$ cat src/include/orient_pkg.sv
// Shared constants and types of the orientation detection engine.
package orient_pkg;
  // ==========================================================================
  // Widths and scales
  // ==========================================================================
  localparam int ACC_W        = 16; // Width of one signed axis sample.
  localparam int TILT_SCALE_LOG2 = 5; // Tilt limits use 32 counts per g.
  localparam int FINE_LOG2    = 8; // Internal compare scale, 256 counts per g.
  localparam int SQ_W         = 26; // Width of squared magnitudes.
  // Full-scale square at 32 counts per g (32 * 32).
  localparam logic [10:0] ONE_G_SQ_32 = 11'h400;

  // ==========================================================================
  // Reset values of the settings
  // ==========================================================================
  // A sine of 16/32 selects the 30 degree threshold angle.
  localparam logic [4:0] HYST_RST     = 5'h10;
  localparam logic [7:0] TILT_LL_RST  = 8'h0c;
  localparam logic [7:0] TILT_UL_RST  = 8'hff;
  localparam logic [7:0] QUAL_RST     = 8'h00;
  localparam logic [1:0] TILT_ODR_RST = 2'h0;

  // ==========================================================================
  // Reported orientation states
  // ==========================================================================
  typedef enum logic [2:0] {
    face_up,
    face_down,
    rot_0,
    rot_90,
    rot_180,
    rot_270
  } orient_e;
endpackage

$ cat src/include/pacer_if.sv
// Carrier between the sample pacer and the classification engine.
interface pacer_if;
  logic       tick; // One pulse per tilt-position sample period.
  logic [1:0] odr;  // Selected tilt-position output data rate.
  modport pacer  (input odr, output tick);
  modport engine (output odr, input tick);
endinterface

$ cat src/hdl/tilt_sample_pacer.sv
// Decimator that turns the sample strobe into tilt-position sample ticks.
module tilt_sample_pacer #(
  parameter logic [7:0] DIV0 = 8'h08, // Strobes per tick for rate code 0.
  parameter logic [7:0] DIV1 = 8'h04, // Strobes per tick for rate code 1.
  parameter logic [7:0] DIV2 = 8'h02, // Strobes per tick for rate code 2.
  parameter logic [7:0] DIV3 = 8'h01  // Strobes per tick for rate code 3.
) (
  input  wire logic ref_clk_i,
  input  wire logic nrst_i,
  input  wire logic acc_valid_i,
  pacer_if.pacer    pif
);
  // ==========================================================================
  // Divider state
  // ==========================================================================
  logic [7:0] cnt_ff;      // Strobes seen in the current period.
  logic [7:0] nxt_cnt;
  logic       tick_ff;     // Registered tick, one cycle wide.
  logic       nxt_tick;
  logic [7:0] div_sel;     // Divisor chosen by the rate field.

  // Pick the divisor; a zero divisor behaves like one strobe per tick.
  always_comb begin
    case (pif.odr)
      2'h0:    div_sel = DIV0;
      2'h1:    div_sel = DIV1;
      2'h2:    div_sel = DIV2;
      default: div_sel = DIV3;
    endcase
  end

  // Count strobes and fire a tick on the last one of each period.
  // A rate change takes hold at the next strobe, as the count is compared with the new divisor at once.
  always_comb begin
    nxt_cnt  = cnt_ff;
    nxt_tick = 1'b0;
    if (acc_valid_i) begin
      if (cnt_ff + 8'h01 >= div_sel) begin
        nxt_cnt  = 8'h00;
        nxt_tick = 1'b1;
      end else begin
        nxt_cnt = cnt_ff + 8'h01;
      end
    end
  end

  // Register the divider.
  always_ff @(posedge ref_clk_i or negedge nrst_i) begin
    if (!nrst_i) begin
      cnt_ff  <= 8'h00;
      tick_ff <= 1'b0;
    end else begin
      cnt_ff  <= nxt_cnt;
      tick_ff <= nxt_tick;
    end
  end

  assign pif.tick = tick_ff;
endmodule

$ cat src/hdl/orientation_detect_engine.sv
// Orientation classification, hysteresis and qualification engine.
module orientation_detect_engine #(
  parameter int          ONE_G_LOG2 = 12,    // Sample counts per g, log2.
  parameter logic [7:0]  DIV0       = 8'h08, // Strobes per tick, rate 0.
  parameter logic [7:0]  DIV1       = 8'h04, // Strobes per tick, rate 1.
  parameter logic [7:0]  DIV2       = 8'h02, // Strobes per tick, rate 2.
  parameter logic [7:0]  DIV3       = 8'h01  // Strobes per tick, rate 3.
) (
  input  wire logic                           ref_clk_i,
  input  wire logic                           nrst_i,
  input  wire logic                           acc_valid_i,
  input  wire logic signed [orient_pkg::ACC_W-1:0] acc_x_i,
  input  wire logic signed [orient_pkg::ACC_W-1:0] acc_y_i,
  input  wire logic signed [orient_pkg::ACC_W-1:0] acc_z_i,
  input  wire logic [4:0]                     hysteresis_setting_i,
  input  wire logic [7:0]                     tilt_angle_lower_limit_i,
  input  wire logic [7:0]                     tilt_angle_upper_limit_i,
  input  wire logic [7:0]                     qual_count_i,
  input  wire logic [1:0]                     control_register_three_odr_i,
  output logic [2:0]                          orientation_o,
  output logic [2:0]                          prev_orientation_o,
  output logic                                orientation_change_o
);
  localparam int SH = ONE_G_LOG2 - orient_pkg::FINE_LOG2;
  localparam int W  = orient_pkg::SQ_W;

  // ==========================================================================
  // Sample pacing
  // ==========================================================================
  pacer_if pif ();

  assign pif.odr = control_register_three_odr_i;

  tilt_sample_pacer #(
    .DIV0 (DIV0),
    .DIV1 (DIV1),
    .DIV2 (DIV2),
    .DIV3 (DIV3)
  ) u_pacer (
    .ref_clk_i   (ref_clk_i),
    .nrst_i      (nrst_i),
    .acc_valid_i (acc_valid_i),
    .pif         (pif.pacer)
  );

  // ==========================================================================
  // Helper functions
  // ==========================================================================
  // Magnitude of a sample at 256 counts per g.
  function automatic logic [W-1:0] fine_mag(
    input logic signed [orient_pkg::ACC_W-1:0] v);
    logic signed [orient_pkg::ACC_W-1:0] s;
    s = v >>> SH;
    fine_mag = s[orient_pkg::ACC_W-1] ? W'(-s) : W'(s);
  endfunction

  // Minor axis strictly inside plus and minus sin(phi).
  function automatic logic minor_ok(input logic [W-1:0] m,
                                    input logic [4:0]   s);
    minor_ok = m < (W'(s) << 3);
  endfunction

  // Major axis above cos(phi), done in squares to avoid a root.
  function automatic logic major_ok(input logic [W-1:0] m,
                                    input logic [4:0]   s);
    logic [W-1:0] lim;
    lim = (W'(orient_pkg::ONE_G_SQ_32) - W'(s) * W'(s)) << 6;
    major_ok = (m * m) > lim;
  endfunction

  // ==========================================================================
  // Sample capture
  // ==========================================================================
  // The latest set is held so a tick evaluates one coherent sample set.
  logic signed [orient_pkg::ACC_W-1:0] ax_ff, ay_ff, az_ff;
  logic signed [orient_pkg::ACC_W-1:0] nxt_ax, nxt_ay, nxt_az;

  // Take a new set on every strobe, otherwise hold.
  always_comb begin
    nxt_ax = acc_valid_i ? acc_x_i : ax_ff;
    nxt_ay = acc_valid_i ? acc_y_i : ay_ff;
    nxt_az = acc_valid_i ? acc_z_i : az_ff;
  end

  // Register the sample set.
  always_ff @(posedge ref_clk_i or negedge nrst_i) begin
    if (!nrst_i) begin
      ax_ff <= '0;
      ay_ff <= '0;
      az_ff <= '0;
    end else begin
      ax_ff <= nxt_ax;
      ay_ff <= nxt_ay;
      az_ff <= nxt_az;
    end
  end

  // ==========================================================================
  // Classification
  // ==========================================================================
  logic [W-1:0]        mx, my, xy_sq, ll_sq, ul_sq;
  logic                tilt_ok;   // Device tilted enough to read rotation.
  orient_pkg::orient_e cand;      // Candidate state from this sample set.
  orient_pkg::orient_e report_ff; // Reported state.

  // Tilt limits are sin(theta) at 32 counts per g, scaled by 8 here.
  always_comb begin
    mx      = fine_mag(ax_ff);
    my      = fine_mag(ay_ff);
    xy_sq   = mx * mx + my * my;
    ll_sq   = (W'(tilt_angle_lower_limit_i) << 3) *
              (W'(tilt_angle_lower_limit_i) << 3);
    ul_sq   = (W'(tilt_angle_upper_limit_i) << 3) *
              (W'(tilt_angle_upper_limit_i) << 3);
    tilt_ok = (xy_sq > ll_sq) && (xy_sq <= ul_sq);
  end

  // Pick the candidate. Inside the hysteresis band nothing matches and the
  // reported state is kept, which stops flipping near 45 degrees.
  always_comb begin
    cand = report_ff;
    if (!tilt_ok) begin
      cand = az_ff[orient_pkg::ACC_W-1] ? orient_pkg::face_down
                                        : orient_pkg::face_up;
    end else if (major_ok(my, hysteresis_setting_i) &&
                 minor_ok(mx, hysteresis_setting_i)) begin
      cand = ay_ff[orient_pkg::ACC_W-1] ? orient_pkg::rot_180
                                        : orient_pkg::rot_0;
    end else if (major_ok(mx, hysteresis_setting_i) &&
                 minor_ok(my, hysteresis_setting_i)) begin
      cand = ax_ff[orient_pkg::ACC_W-1] ? orient_pkg::rot_270
                                        : orient_pkg::rot_90;
    end
  end

  // ==========================================================================
  // Qualification and report
  // ==========================================================================
  orient_pkg::orient_e pend_ff, nxt_pend, nxt_report, prev_ff, nxt_prev;
  logic [7:0]          cnt_ff, nxt_cnt;
  logic                chg_ff, nxt_chg;
  logic [8:0]          cnt_inc;

  // A candidate must be seen on qual_count_i consecutive ticks; the host
  // derives that count as delay seconds times the tick rate.
  always_comb begin
    nxt_pend   = pend_ff;
    nxt_report = report_ff;
    nxt_prev   = prev_ff;
    nxt_cnt    = cnt_ff;
    nxt_chg    = 1'b0;
    cnt_inc    = {1'b0, cnt_ff} + 9'h001;
    if (pif.tick) begin
      if (cand == report_ff) begin
        nxt_pend = report_ff;
        nxt_cnt  = 8'h00;
      end else if (cand != pend_ff) begin
        nxt_pend = cand;
        nxt_cnt  = 8'h01;
        if (qual_count_i <= 8'h01) begin
          nxt_report = cand;
          nxt_prev   = report_ff;
          nxt_chg    = 1'b1;
          nxt_cnt    = 8'h00;
        end
      end else if (cnt_inc >= {1'b0, qual_count_i}) begin
        nxt_report = cand;
        nxt_prev   = report_ff;
        nxt_chg    = 1'b1;
        nxt_cnt    = 8'h00;
      end else begin
        nxt_cnt = cnt_inc[7:0];
      end
    end
  end

  // Register the qualification state.
  always_ff @(posedge ref_clk_i or negedge nrst_i) begin
    if (!nrst_i) begin
      report_ff <= orient_pkg::face_up;
      pend_ff   <= orient_pkg::face_up;
      prev_ff   <= orient_pkg::face_up;
      cnt_ff    <= 8'h00;
      chg_ff    <= 1'b0;
    end else begin
      report_ff <= nxt_report;
      pend_ff   <= nxt_pend;
      prev_ff   <= nxt_prev;
      cnt_ff    <= nxt_cnt;
      chg_ff    <= nxt_chg;
    end
  end

  assign orientation_o        = report_ff;
  assign prev_orientation_o   = prev_ff;
  assign orientation_change_o = chg_ff;
endmodule

$ cat config.mk
export PLATFORM = sky130hd
export DESIGN_NAME = orientation_detect_engine
export DESIGN_NICKNAME = d
export VERILOG_FILES = /design/src/include/orient_pkg.sv /design/src/include/pacer_if.sv /design/src/hdl/tilt_sample_pacer.sv /design/src/hdl/orientation_detect_engine.sv
export SDC_FILE = /design/constraint.sdc
export NUM_CORES = 1
export LEC_CHECK = 0
export BUFFER_PORTS_ARGS = -buffer_cell sky130_fd_sc_hd__buf_2
export CORE_MARGIN = 5
export CORE_UTILIZATION = 53
export DETAILED_ROUTE_END_ITERATION = 10
export GPL_ROUTABILITY_DRIVEN = 0
export GPL_TIMING_DRIVEN = 1
export PLACE_DENSITY = 0.76
export SYNTH_ARGS = -nofsm -noshare
export SYNTH_HDL_FRONTEND = slang
export SYNTH_SLANG_ARGS = --single-unit
$ cat constraint.sdc
create_clock -name ref_clk_i -period 10.8 [get_ports ref_clk_i]
set_input_delay 0.54 -clock ref_clk_i [delete_from_list [all_inputs] [get_ports ref_clk_i]]
set_output_delay 0.54 -clock ref_clk_i [all_outputs]
set_load 0.03 [all_outputs]
== After elaboration in Yosys (flattened, before gate mapping) ==
Cells that the tools add are included.

* $add $sub $neg: 6
* Multipliers: 5
* Magnitude comparators: 9
* Eq/ne operators: 5
* Multiplexer cells: 29
* Bitwise gates (word level): 1
* Reductions and logical operators: 8

{| class="wikitable"
|+ Operator list
! operator !! count
|-
| $gt A26 B26 Y1 || 2
|-
| $lt A26 B8 Y1 || 2
|-
| $mul A26 B26 Y26 || 2
|-
| $mux W26 || 2
|-
| $neg A12 Y26 || 2
|-
| $mux W3 || 13
|-
| $mul A8 B8 Y16 || 2
|-
| $mux W8 || 4
|-
| $add A26 B26 Y26 || 1
|-
| $gt A26 B22 Y1 || 1
|-
| $le A26 B22 Y1 || 1
|-
| $pmux W4 S3 || 1
|-
| $sub A11 B10 Y12 const A || 1
|-
| $mul A5 B5 Y10 || 1
|-
| $add A8 B1 Y9 const B || 1
|-
| $ge A9 B8 Y1 || 1
|-
| $mux W1 || 9
|-
| $add A8 B1 Y8 const B || 1
|-
| $ge A8 B4 Y1 || 1
|-
| $le A8 B1 Y1 const B || 1
|-
| $reduce_and A4 Y1 || 1
|-
| $reduce_bool A2 Y1 || 2
|-
| $eq A3 B3 Y1 || 1
|-
| $logic_and A1 B1 Y1 || 3
|-
| other kinds (7) || 7
|}

* Register bits after elaboration: 75
* Input bits: 82
* Word-level logic and storage cells: 73

== Logic depth before layout (Yosys ltp) ==
Gate-level depths: netlist of run 1.

* Word-level depth: 12
* Gate-level depth with buffers: 52
* Depth with buffers taken out: 51

== Hierarchy ==
From an unflattened synthesis of run 1, not the netlist that was laid out.

* Cells, all modules: 2827
* Area total of the unflattened synthesis: 26067.5 sq um

{| class="wikitable"
|+ Modules (own cells, without submodules)
! module !! instances !! cells each !! area each (sq um)
|-
| orientation_detect_engine || 1 || 2768 || 25483.2
|-
| tilt_sample_pacer || 1 || 59 || 584.3
|}

== Least setup slack after synthesis of run 1 ==
Ideal clock, no wire load.

* Path kind: register to register
* Start: register ax_ff[4] in the netlist's numbering
* End: register report_ff[1], in the netlist orientation_o[1]
* Library setup time: 0.125 ns
* Arrival time: 11.144 ns
* Data required time: 10.675 ns
* Setup slack: -0.469 ns
* Cell stages (with the launch flop): 51
* Path buffers: 3
* Period minus slack after synthesis: 11.269 ns
* Cells stage by stage: dfrtp_1 > inv_1 > clkbuf_1 > ha_1 > or4b_1 > o41ai_1 > xnor2_1 > clkbuf_1 > nand2_1 > fa_1 > inv_1 > fa_1 > inv_1 > fa_1 > fa_1 > inv_1 > ha_1 > fa_1 > (+15 left out) > nand4_1 > a2111oi_0 > o211ai_1 > nand3_1 > xor2_1 > ha_1 > nand4_1 > or3_1 > nor2_1 > nand4_1 > o21ai_0 > o2111ai_1 > nor3_1 > nand2_1 > mux2i_1 > or2_2 > a211oi_4 > mux2_2

* Word-level cells in the longest chain between the ends: 11
* Elaborated cells between the ends (all ways): 23

{| class="wikitable"
|+ RTL lines
! item !! line !! text
|-
| start: declaration || orientation_detect_engine.sv:75 || <nowiki>logic signed [orient_pkg::ACC_W-1:0] ax_ff, ay_ff, az_ff;</nowiki>
|-
| start signal: assignment || orientation_detect_engine.sv:92 || <nowiki>ax_ff <= nxt_ax;</nowiki>
|-
| $neg A12 Y26 || orientation_detect_engine.sv:54 || <nowiki>fine_mag = s[orient_pkg::ACC_W-1] ? W'(-s) : W'(s);</nowiki>
|-
| $mux W26 (*) || orientation_detect_engine.sv:54 ||
|-
| parallel branches: the longest is 5 deep, another holds $mul A26 B26 Y26 || n/a ||
|-
| $mux W3 (*) || orientation_detect_engine.sv:122 || <nowiki>if (!tilt_ok) begin</nowiki>
|-
| $ne A3 B3 Y1 / $eq A3 B3 Y1 (equally long branches) || orientation_detect_engine.sv:157, orientation_detect_engine.sv:154 ||
|-
| $ne A2 B1 Y1 (no source line) (tied with other cells) || n/a ||
|-
| $reduce_and A4 Y1 (no source line) || n/a ||
|-
| end signal: assignment || orientation_detect_engine.sv:180 || <nowiki>report_ff <= orient_pkg::face_up;</nowiki>
|-
| end signal: assignment || orientation_detect_engine.sv:186 || <nowiki>report_ff <= nxt_report;</nowiki>
|-
| end: declaration || orientation_detect_engine.sv:104 || <nowiki>orient_pkg::orient_e report_ff;</nowiki>
|}

Mark *: on every way between the ends. The select of a mux whose other input is x is not followed.
A chain may end at the register's enable or synchronous reset.

== Final worst setup path of run 1 ==
* Start: register ay_ff[9] in the netlist's numbering
* End: register prev_ff[2], in the netlist prev_orientation_o[2]

* Word-level cells in the longest chain between the ends: 10
* Elaborated cells between the ends (all ways): 21

{| class="wikitable"
|+ RTL lines
! item !! line !! text
|-
| start: declaration || orientation_detect_engine.sv:75 ||
|-
| start signal: assignment || orientation_detect_engine.sv:93 || <nowiki>ay_ff <= nxt_ay;</nowiki>
|-
| $neg A12 Y26 || orientation_detect_engine.sv:54 ||
|-
| $mux W26 (*) || orientation_detect_engine.sv:54 ||
|-
| $mul A26 B26 Y26 / $lt A26 B8 Y1 (equally long branches) || orientation_detect_engine.sv:68, orientation_detect_engine.sv:110, orientation_detect_engine.sv:60 ||
|-
| $add A26 B26 Y26 (tied with other cells) || orientation_detect_engine.sv:110 || <nowiki>xy_sq = mx * mx + my * my;</nowiki>
|-
| $gt A26 B22 Y1 (tied with other cells) || orientation_detect_engine.sv:115 || <nowiki>tilt_ok = (xy_sq > ll_sq) && (xy_sq <= ul_sq);</nowiki>
|-
| $logic_and A1 B1 Y1 / $mux W3 (equally long branches) || orientation_detect_engine.sv:115, orientation_detect_engine.sv:125 ||
|-
| $mux W3 (*) || orientation_detect_engine.sv:122 ||
|-
| $ne A3 B3 Y1 / $eq A3 B3 Y1 (equally long branches) || orientation_detect_engine.sv:157, orientation_detect_engine.sv:154 ||
|-
| $ne A2 B1 Y1 (no source line) (tied with other cells) || n/a ||
|-
| $reduce_and A4 Y1 (no source line) || n/a ||
|-
| end signal: assignment || orientation_detect_engine.sv:182 || <nowiki>prev_ff <= orient_pkg::face_up;</nowiki>
|-
| end signal: assignment || orientation_detect_engine.sv:188 || <nowiki>prev_ff <= nxt_prev;</nowiki>
|-
| end: declaration || orientation_detect_engine.sv:139 || <nowiki>orient_pkg::orient_e pend_ff, nxt_pend, nxt_report, prev_ff, nxt_prev;</nowiki>
|}

Mark *: on every way between the ends. The rest lies on a longest branch, timed or not.

==> results of run 1 <==
-- worst max-delay path: cells and delay by family, from the launching register on --
kind / cells / cell delay (ns)
buffers and inverters: 9 / 1.04
AOI/OAI and AO/OA: 10 / 1.89
adders and majority gates: 10 / 4.10
xor gates and xnor gates: 3 / 0.47
muxes: 2 / 0.54
and+or+nand+nor: 12 / 2.31
DFF: 1 / 0.40
-- final cells by class --
cell class | instances | area share, %
antenna | 3 | 0.02363
clock buffer | 6 | 0.4056
clock inverter | 2 | 0.04332
inverter | 814 | 9.632
multi-input combinational | 2271 | 75.15
sequential | 52 | 4.099
tap | 664 | 2.615
timing repair buffer | 355 | 8.033
-- timing repair --
| item | in CTS | in global routing |
|---|---|---|
| pin swaps | 75 | 84 |
| cloned | 0 | 0 |
| setup buffers | 17 | 20 |
| resized for setup | 87 | 123 |
| hold buffers | 0 | 0 |
| endpoints found under the setup margin | 17 | 17 |
-- path summary, 6_finish.rpt --
path,startpoint,endpoint,slack (ns),cells after the start
max in group asynchronous,nrst_i,ay_ff[15]$_DFFE_PN0P_,9.96,2
min in group ref_clk_i,acc_x_i[15],ax_ff[15]$_DFFE_PN0P_,0.45,3
worst max-delay path,ay_ff[9]$_DFFE_PN0P_,prev_orientation_o[2]$_DFFE_PN0P_,-0.11,46
worst min-delay path,nrst_i,ax_ff[13]$_DFFE_PN0P_,0.35,2
worst max register to register,ay_ff[9]$_DFFE_PN0P_,prev_orientation_o[2]$_DFFE_PN0P_,-0.11,46
worst min register to register,prev_orientation_o[2]$_DFFE_PN0P_,prev_orientation_o[2]$_DFFE_PN0P_,0.51,1
-- flip-flops by register name, summed over array words and instances, names as in the netlist --
register,flops
ax_ff,12
ay_ff,12
cnt_ff,8
u_pacer.cnt_ff,8
orientation_o,3
pend_ff,3
prev_orientation_o,3
az_ff,1
orientation_change_o,1
u_pacer.pif.tick,1
-- synthesized netlist by cell type (4+ instances only) --
cell type	number	area share (%)
nor4_1	10	0.24
o211ai_1	8	0.23
clkinv_1	7	0.10
a2111oi_0	4	0.13
inv_1	806	12
a31oi_1	11	0.26
mux2_2	27	1.2
o21ai_0	77	1.5
nor2_1	113	1.6
nand2b_1	24	0.58
and2_1	42	1.0
nand3_1	38	0.73
nor3b_1	5	0.14
nor2b_1	26	0.62
ha_1	389	19
o31ai_1	11	0.32
a211oi_1	16	0.46
and3_1	14	0.34
clkbuf_1	26	0.37
a21boi_0	5	0.14
or3_1	6	0.14
nor3_1	16	0.31
or2_2	6	0.14
fa_1	511	39
o21bai_1	16	0.46
xnor2_1	117	3.9
a221o_1	5	0.19
a31o_2	5	0.17
o21a_1	6	0.17
nand2_1	161	2.3
a21oi_1	97	1.9
mux2i_1	8	0.31
nand4_1	20	0.48
xor2_1	44	1.5
dfrtp_1	52	5.0
a21o_1	43	1.2
-- metal layers --
layer	GRT usage (%)	vias up	part of all wire, %
li1	-	9777	-
met1	28.39	9865	43
met2	38.96	436	50
met3	2.262	105	4.5
met4	4.690	0	2.5
met5	0	-	0
-- cell families after synthesis --
logic type                 count (synthesis)
adders and majority gates                900
buffers and inverters                    841
and+or+nand+nor                          497
AOI/OAI and AO/OA                        348
xor gates and xnor gates                 163
DFF                                       52
muxes                                     35
other                                      2
-- through the flow --
step | worst slack [ns] | hold WS, ns | TNS (ns) | instances
after floorplan | 0.01639 | 0.2444 | 0 | 3164
after global placement | -0.3255 | 0.4989 | -2.846 | 4120
after detailed placement | -0.5437 | 0.4929 | -6.257 | 4120
after CTS | 0.003333 | 0.3736 | 0 | 4144
after global routing | -0.5684 | 0.4129 | -7.637 | 4167
final | -0.1106 | 0.3477 | -0.4850 | 4167
==> flow_metrics.env, run 1 <==
export IMPL_drtIter0Drc=1050
export IMPL_grt_pass1_wl_um=97500
export IMPL_grt_start_max_net_pins=53
export IMPL_clock_latency_ns=0.30
export IMPL_drc=0
export IMPL_synthFlopType="dfrtp_1"
export IMPL_start_util_pct=53.41
export IMPL_ys_seq_area_share_pct=4.987
export IMPL_cp_slowest_cell="or4_4"
export IMPL_hold_path_class="in -> async"
export IMPL_chipHeight_um=231.9
export IMPL_slew_violations=0
export IMPL_setup_ws_ns=-0.1106
export IMPL_path_common_cell="fa_1"
export IMPL_final_cell_mix="inv_1, fa_1, ha_1"
export IMPL_synth_top_family_by_area="adder cells"
export IMPL_clockRootBuffer="clkbuf_16"
export IMPL_finalSetupViolations=6
export IMPL_antenna_found_initial=3
export IMPL_synth_compound_area_share_pct=8.766
export IMPL_layout_drive_gt1_share_pct=16.46
export IMPL_multi_input_area_um2=23880
export IMPL_n_fill_cell=3913
export IMPL_drt_wl_total_um=57160
export IMPL_core_um2=48850
export IMPL_numPortBuffers=65
export IMPL_rsz0062_at_grt="yes"
export IMPL_cts_tree="done"
export IMPL_async_reset_ff_share_pct=100.0
export IMPL_synthAdderAreaFrac_pct=57.86
export IMPL_firstDrtPassIters=6
export IMPL_dp_hpwl_um=49870
export IMPL_max_slew_margin_pct=44.24
export IMPL_fmaxAchievable_mhz=91.65
export IMPL_cpPeakStageDelay_ns=0.63
export IMPL_numCtsBuffers=5
export IMPL_final_area_um2=31770
export IMPL_fin_nets=4481
export IMPL_period_share_pct=101.0
export IMPL_period_needed_ns=10.91
export IMPL_status="finished, violations left"
export IMPL_ant_nets=0
export IMPL_yosys_warnings=0
export IMPL_synth_cells=2838
export IMPL_area_growth_pct=21.77
export IMPL_clkTransAtPathRegs_ns=0.07
export IMPL_viasPerCell=4.844
export IMPL_layout_commonest_cell="inv_1"
export IMPL_grt_overflow=0
export IMPL_wl_per_cell_um=13.72
export IMPL_core_rowCount=81
export IMPL_track_usage_pct=21.63
export IMPL_synthMuxAreaShare_pct=1.472
export IMPL_synth_xor_area_share_pct=5.553
export IMPL_cts_htree_levels=2
export IMPL_ys_seq_elements=52
export IMPL_worst_ep_arrival_time_ns=11.09
export IMPL_maxCapViolCount=0
export IMPL_clockBufferDepth=2
export IMPL_synth_edff_count=0
export IMPL_cp_required_ns=10.98
export IMPL_syn_area_um2=26090
export IMPL_clock_sinks=52
export IMPL_dieArea_um2=53770
export IMPL_crit_fanout=5
export IMPL_avgSynthCellArea_um2=9.194
export IMPL_tightest_slew_ns=0.8248
export IMPL_grt_pass1_vias=21613
export IMPL_regArea_um2=1303
export IMPL_crit_type="reg -> reg"
export IMPL_skew_ns=0.01054
export IMPL_final_core_util_pct=65.04
export IMPL_cp_end_kind="register"
export IMPL_violations="setup timing"
export IMPL_vias=20183
export IMPL_synth_distinct_cells=78
export IMPL_dpl_cell_area_um2=30350
export IMPL_boundaryPins=89
export IMPL_die_w_um=231.9
export IMPL_finalHoldViolCount=0
export IMPL_start_kind="register"
export IMPL_synthSimpleGateAreaFrac_pct=9.236
Power of run 1 is not shown: default switching activity piles up to over one toggle a cycle in this logic, so the estimate is an artifact.
==> run 2: changes to the inputs <==
--- a/config.mk
+++ b/config.mk
@@ -12,6 +12,7 @@
 export GPL_ROUTABILITY_DRIVEN = 0
 export GPL_TIMING_DRIVEN = 1
 export PLACE_DENSITY = 0.76
+export REMOVE_ABC_BUFFERS = 1
 export SYNTH_ARGS = -nofsm -noshare
 export SYNTH_HDL_FRONTEND = slang
 export SYNTH_SLANG_ARGS = --single-unit
==> flow_metrics.env, run 2 (synthesis results as in run 1) <==
export IMPL_cp_end_kind="register"
export IMPL_numPortBuffers=65
export IMPL_dp_hpwl_um=50230
export IMPL_drt_wl_total_um=59250
export IMPL_clkTransAtPathRegs_ns=0.07
export IMPL_crit_fanout=6
export IMPL_drtIter0Drc=941
export IMPL_reg_top3="ax_ff (12), ay_ff (12)"
export IMPL_antenna_found_initial=1
export IMPL_period_needed_ns=10.96
export IMPL_chipHeight_um=231.9
export IMPL_clock_latency_ns=0.30
export IMPL_wl_per_cell_um=14.18
export IMPL_critical_path_top_delay_family="adder cells"
export IMPL_cp_slowest_cell="fa_2"
export IMPL_finalSetupViolations=10
export IMPL_track_usage_pct=21.84
export IMPL_grt_pass1_vias=21760
export IMPL_period_share_pct=101.4
export IMPL_layout_drive_gt1_share_pct=17.31
export IMPL_vias=20322
export IMPL_max_slew_margin_pct=40.12
export IMPL_firstDrtPassIters=5
export IMPL_tightest_slew_ns=0.8857
export IMPL_crit_type="reg -> reg"
export IMPL_cpPeakStageDelay_ns=0.54
export IMPL_start_util_pct=53.41
export IMPL_cts_htree_levels=2
export IMPL_setup_ws_ns=-0.1559
export IMPL_crit_buf_inv=13
export IMPL_grt_overflow=0
export IMPL_core_um2=48850
export IMPL_grt_pass1_wl_um=98390
export IMPL_maxCapViolCount=0
export IMPL_boundaryPins=89
export IMPL_core_rowCount=81
export IMPL_final_setup_tns_ns=-0.8869
export IMPL_fin_nets=4493
export IMPL_finalHoldViolCount=0
export IMPL_worst_ep_arrival_time_ns=11.15
export IMPL_clockBufferDepth=2
export IMPL_dieArea_um2=53770
export IMPL_skew_ns=0.009279
export IMPL_layout_commonest_cell="inv_1"
export IMPL_clock_sinks=52
export IMPL_clockRootBuffer="clkbuf_16"
export IMPL_hold_buffers=0
export IMPL_hold_path_class="in -> async"
export IMPL_slew_violations=0
export IMPL_grt_start_max_net_pins=53
export IMPL_violations="setup timing"
export IMPL_numCtsBuffers=5
export IMPL_status="finished, violations left"
export IMPL_ant_nets=0
export IMPL_final_cell_mix="inv_1, fa_1, ha_1"
export IMPL_cts_tree="done"
export IMPL_rsz0062_at_grt="yes"
export IMPL_start_kind="register"
export IMPL_fmaxAchievable_mhz=91.28
export IMPL_drc=0
export IMPL_holdWs_ns=0.3510
export IMPL_viasPerCell=4.865
export IMPL_die_w_um=231.9
export IMPL_area_growth_pct=22.62
export IMPL_cp_required_ns=10.99
-- run 2: cell types whose count changed in the layout (fill, tap and decap cells not counted), moves of 5 or more --
cell and delta:
buf_6 +6, buf_4 +6, ha_1 -5, nand2_1 -6, nand2_2 +8
-- run 2: metrics by stage --
step                instance area [µm²]  setup WS, ns  utilization, %  cells
floorplan                         27210       -0.4524               -   3137
global placement                  30300       -0.3974           62.03   4123
detailed placement                30300       -0.5939           62.03   4123
CTS                               31030      0.001564           63.53   4146
global route                      31990       -0.5817           65.50   4177
finish                            31990       -0.1559           65.50   4177
-- run 2: path summary, 6_finish.rpt --
check / start / endpoint / slack [ns] / cells past startpoint
max: ax_ff[5]$_DFFE_PN0P_ / prev_orientation_o[2]$_DFFE_PN0P_ / -0.16 / 52
min: nrst_i / ax_ff[14]$_DFFE_PN0P_ / 0.35 / 2
max reg2reg: ax_ff[5]$_DFFE_PN0P_ / prev_orientation_o[2]$_DFFE_PN0P_ / -0.16 / 52
min reg2reg: u_pacer.cnt_ff[7]$_DFFE_PN0P_ / u_pacer.cnt_ff[7]$_DFFE_PN0P_ / 0.53 / 1
max in group asynchronous: nrst_i / ax_ff[15]$_DFFE_PN0P_ / 9.97 / 2
min in group ref_clk_i: acc_x_i[5] / ax_ff[5]$_DFFE_PN0P_ / 0.46 / 3
-- run 2: routing by layer --
layer | up-vias | track usage (%) | wire (µm) | part of all wire [%]
met5 | - | 0 | 0 | 0
met4 | 0 | 5.244 | 1589 | 2.7
met3 | 106 | 1.956 | 2576 | 4.3
met2 | 429 | 39.29 | 30420 | 51
met1 | 9978 | 28.67 | 24660 | 42
li1 | 9809 | - | - | -
-- run 2: cell type report --
cell class                 instances  area [µm²]
timing repair buffer             367        2665
tap                              664       830.8
fill                            3797       16850
antenna                            1       2.502
inverter                         814        3067
clock inverter                     2       38.79
clock buffer                       6       128.9
multi-input combinational       2271       23960
sequential                        52        1303
-- run 2: timing repair --
item,4_1_cts,5_1_grt
hold endpoints to repair,0,0
setup endpoints to repair,17,18
pin swaps,50,98
resized for setup,89,169
buffers inserted,15,31
gates cloned,0,0
Power of run 2 is left out for the same reason.
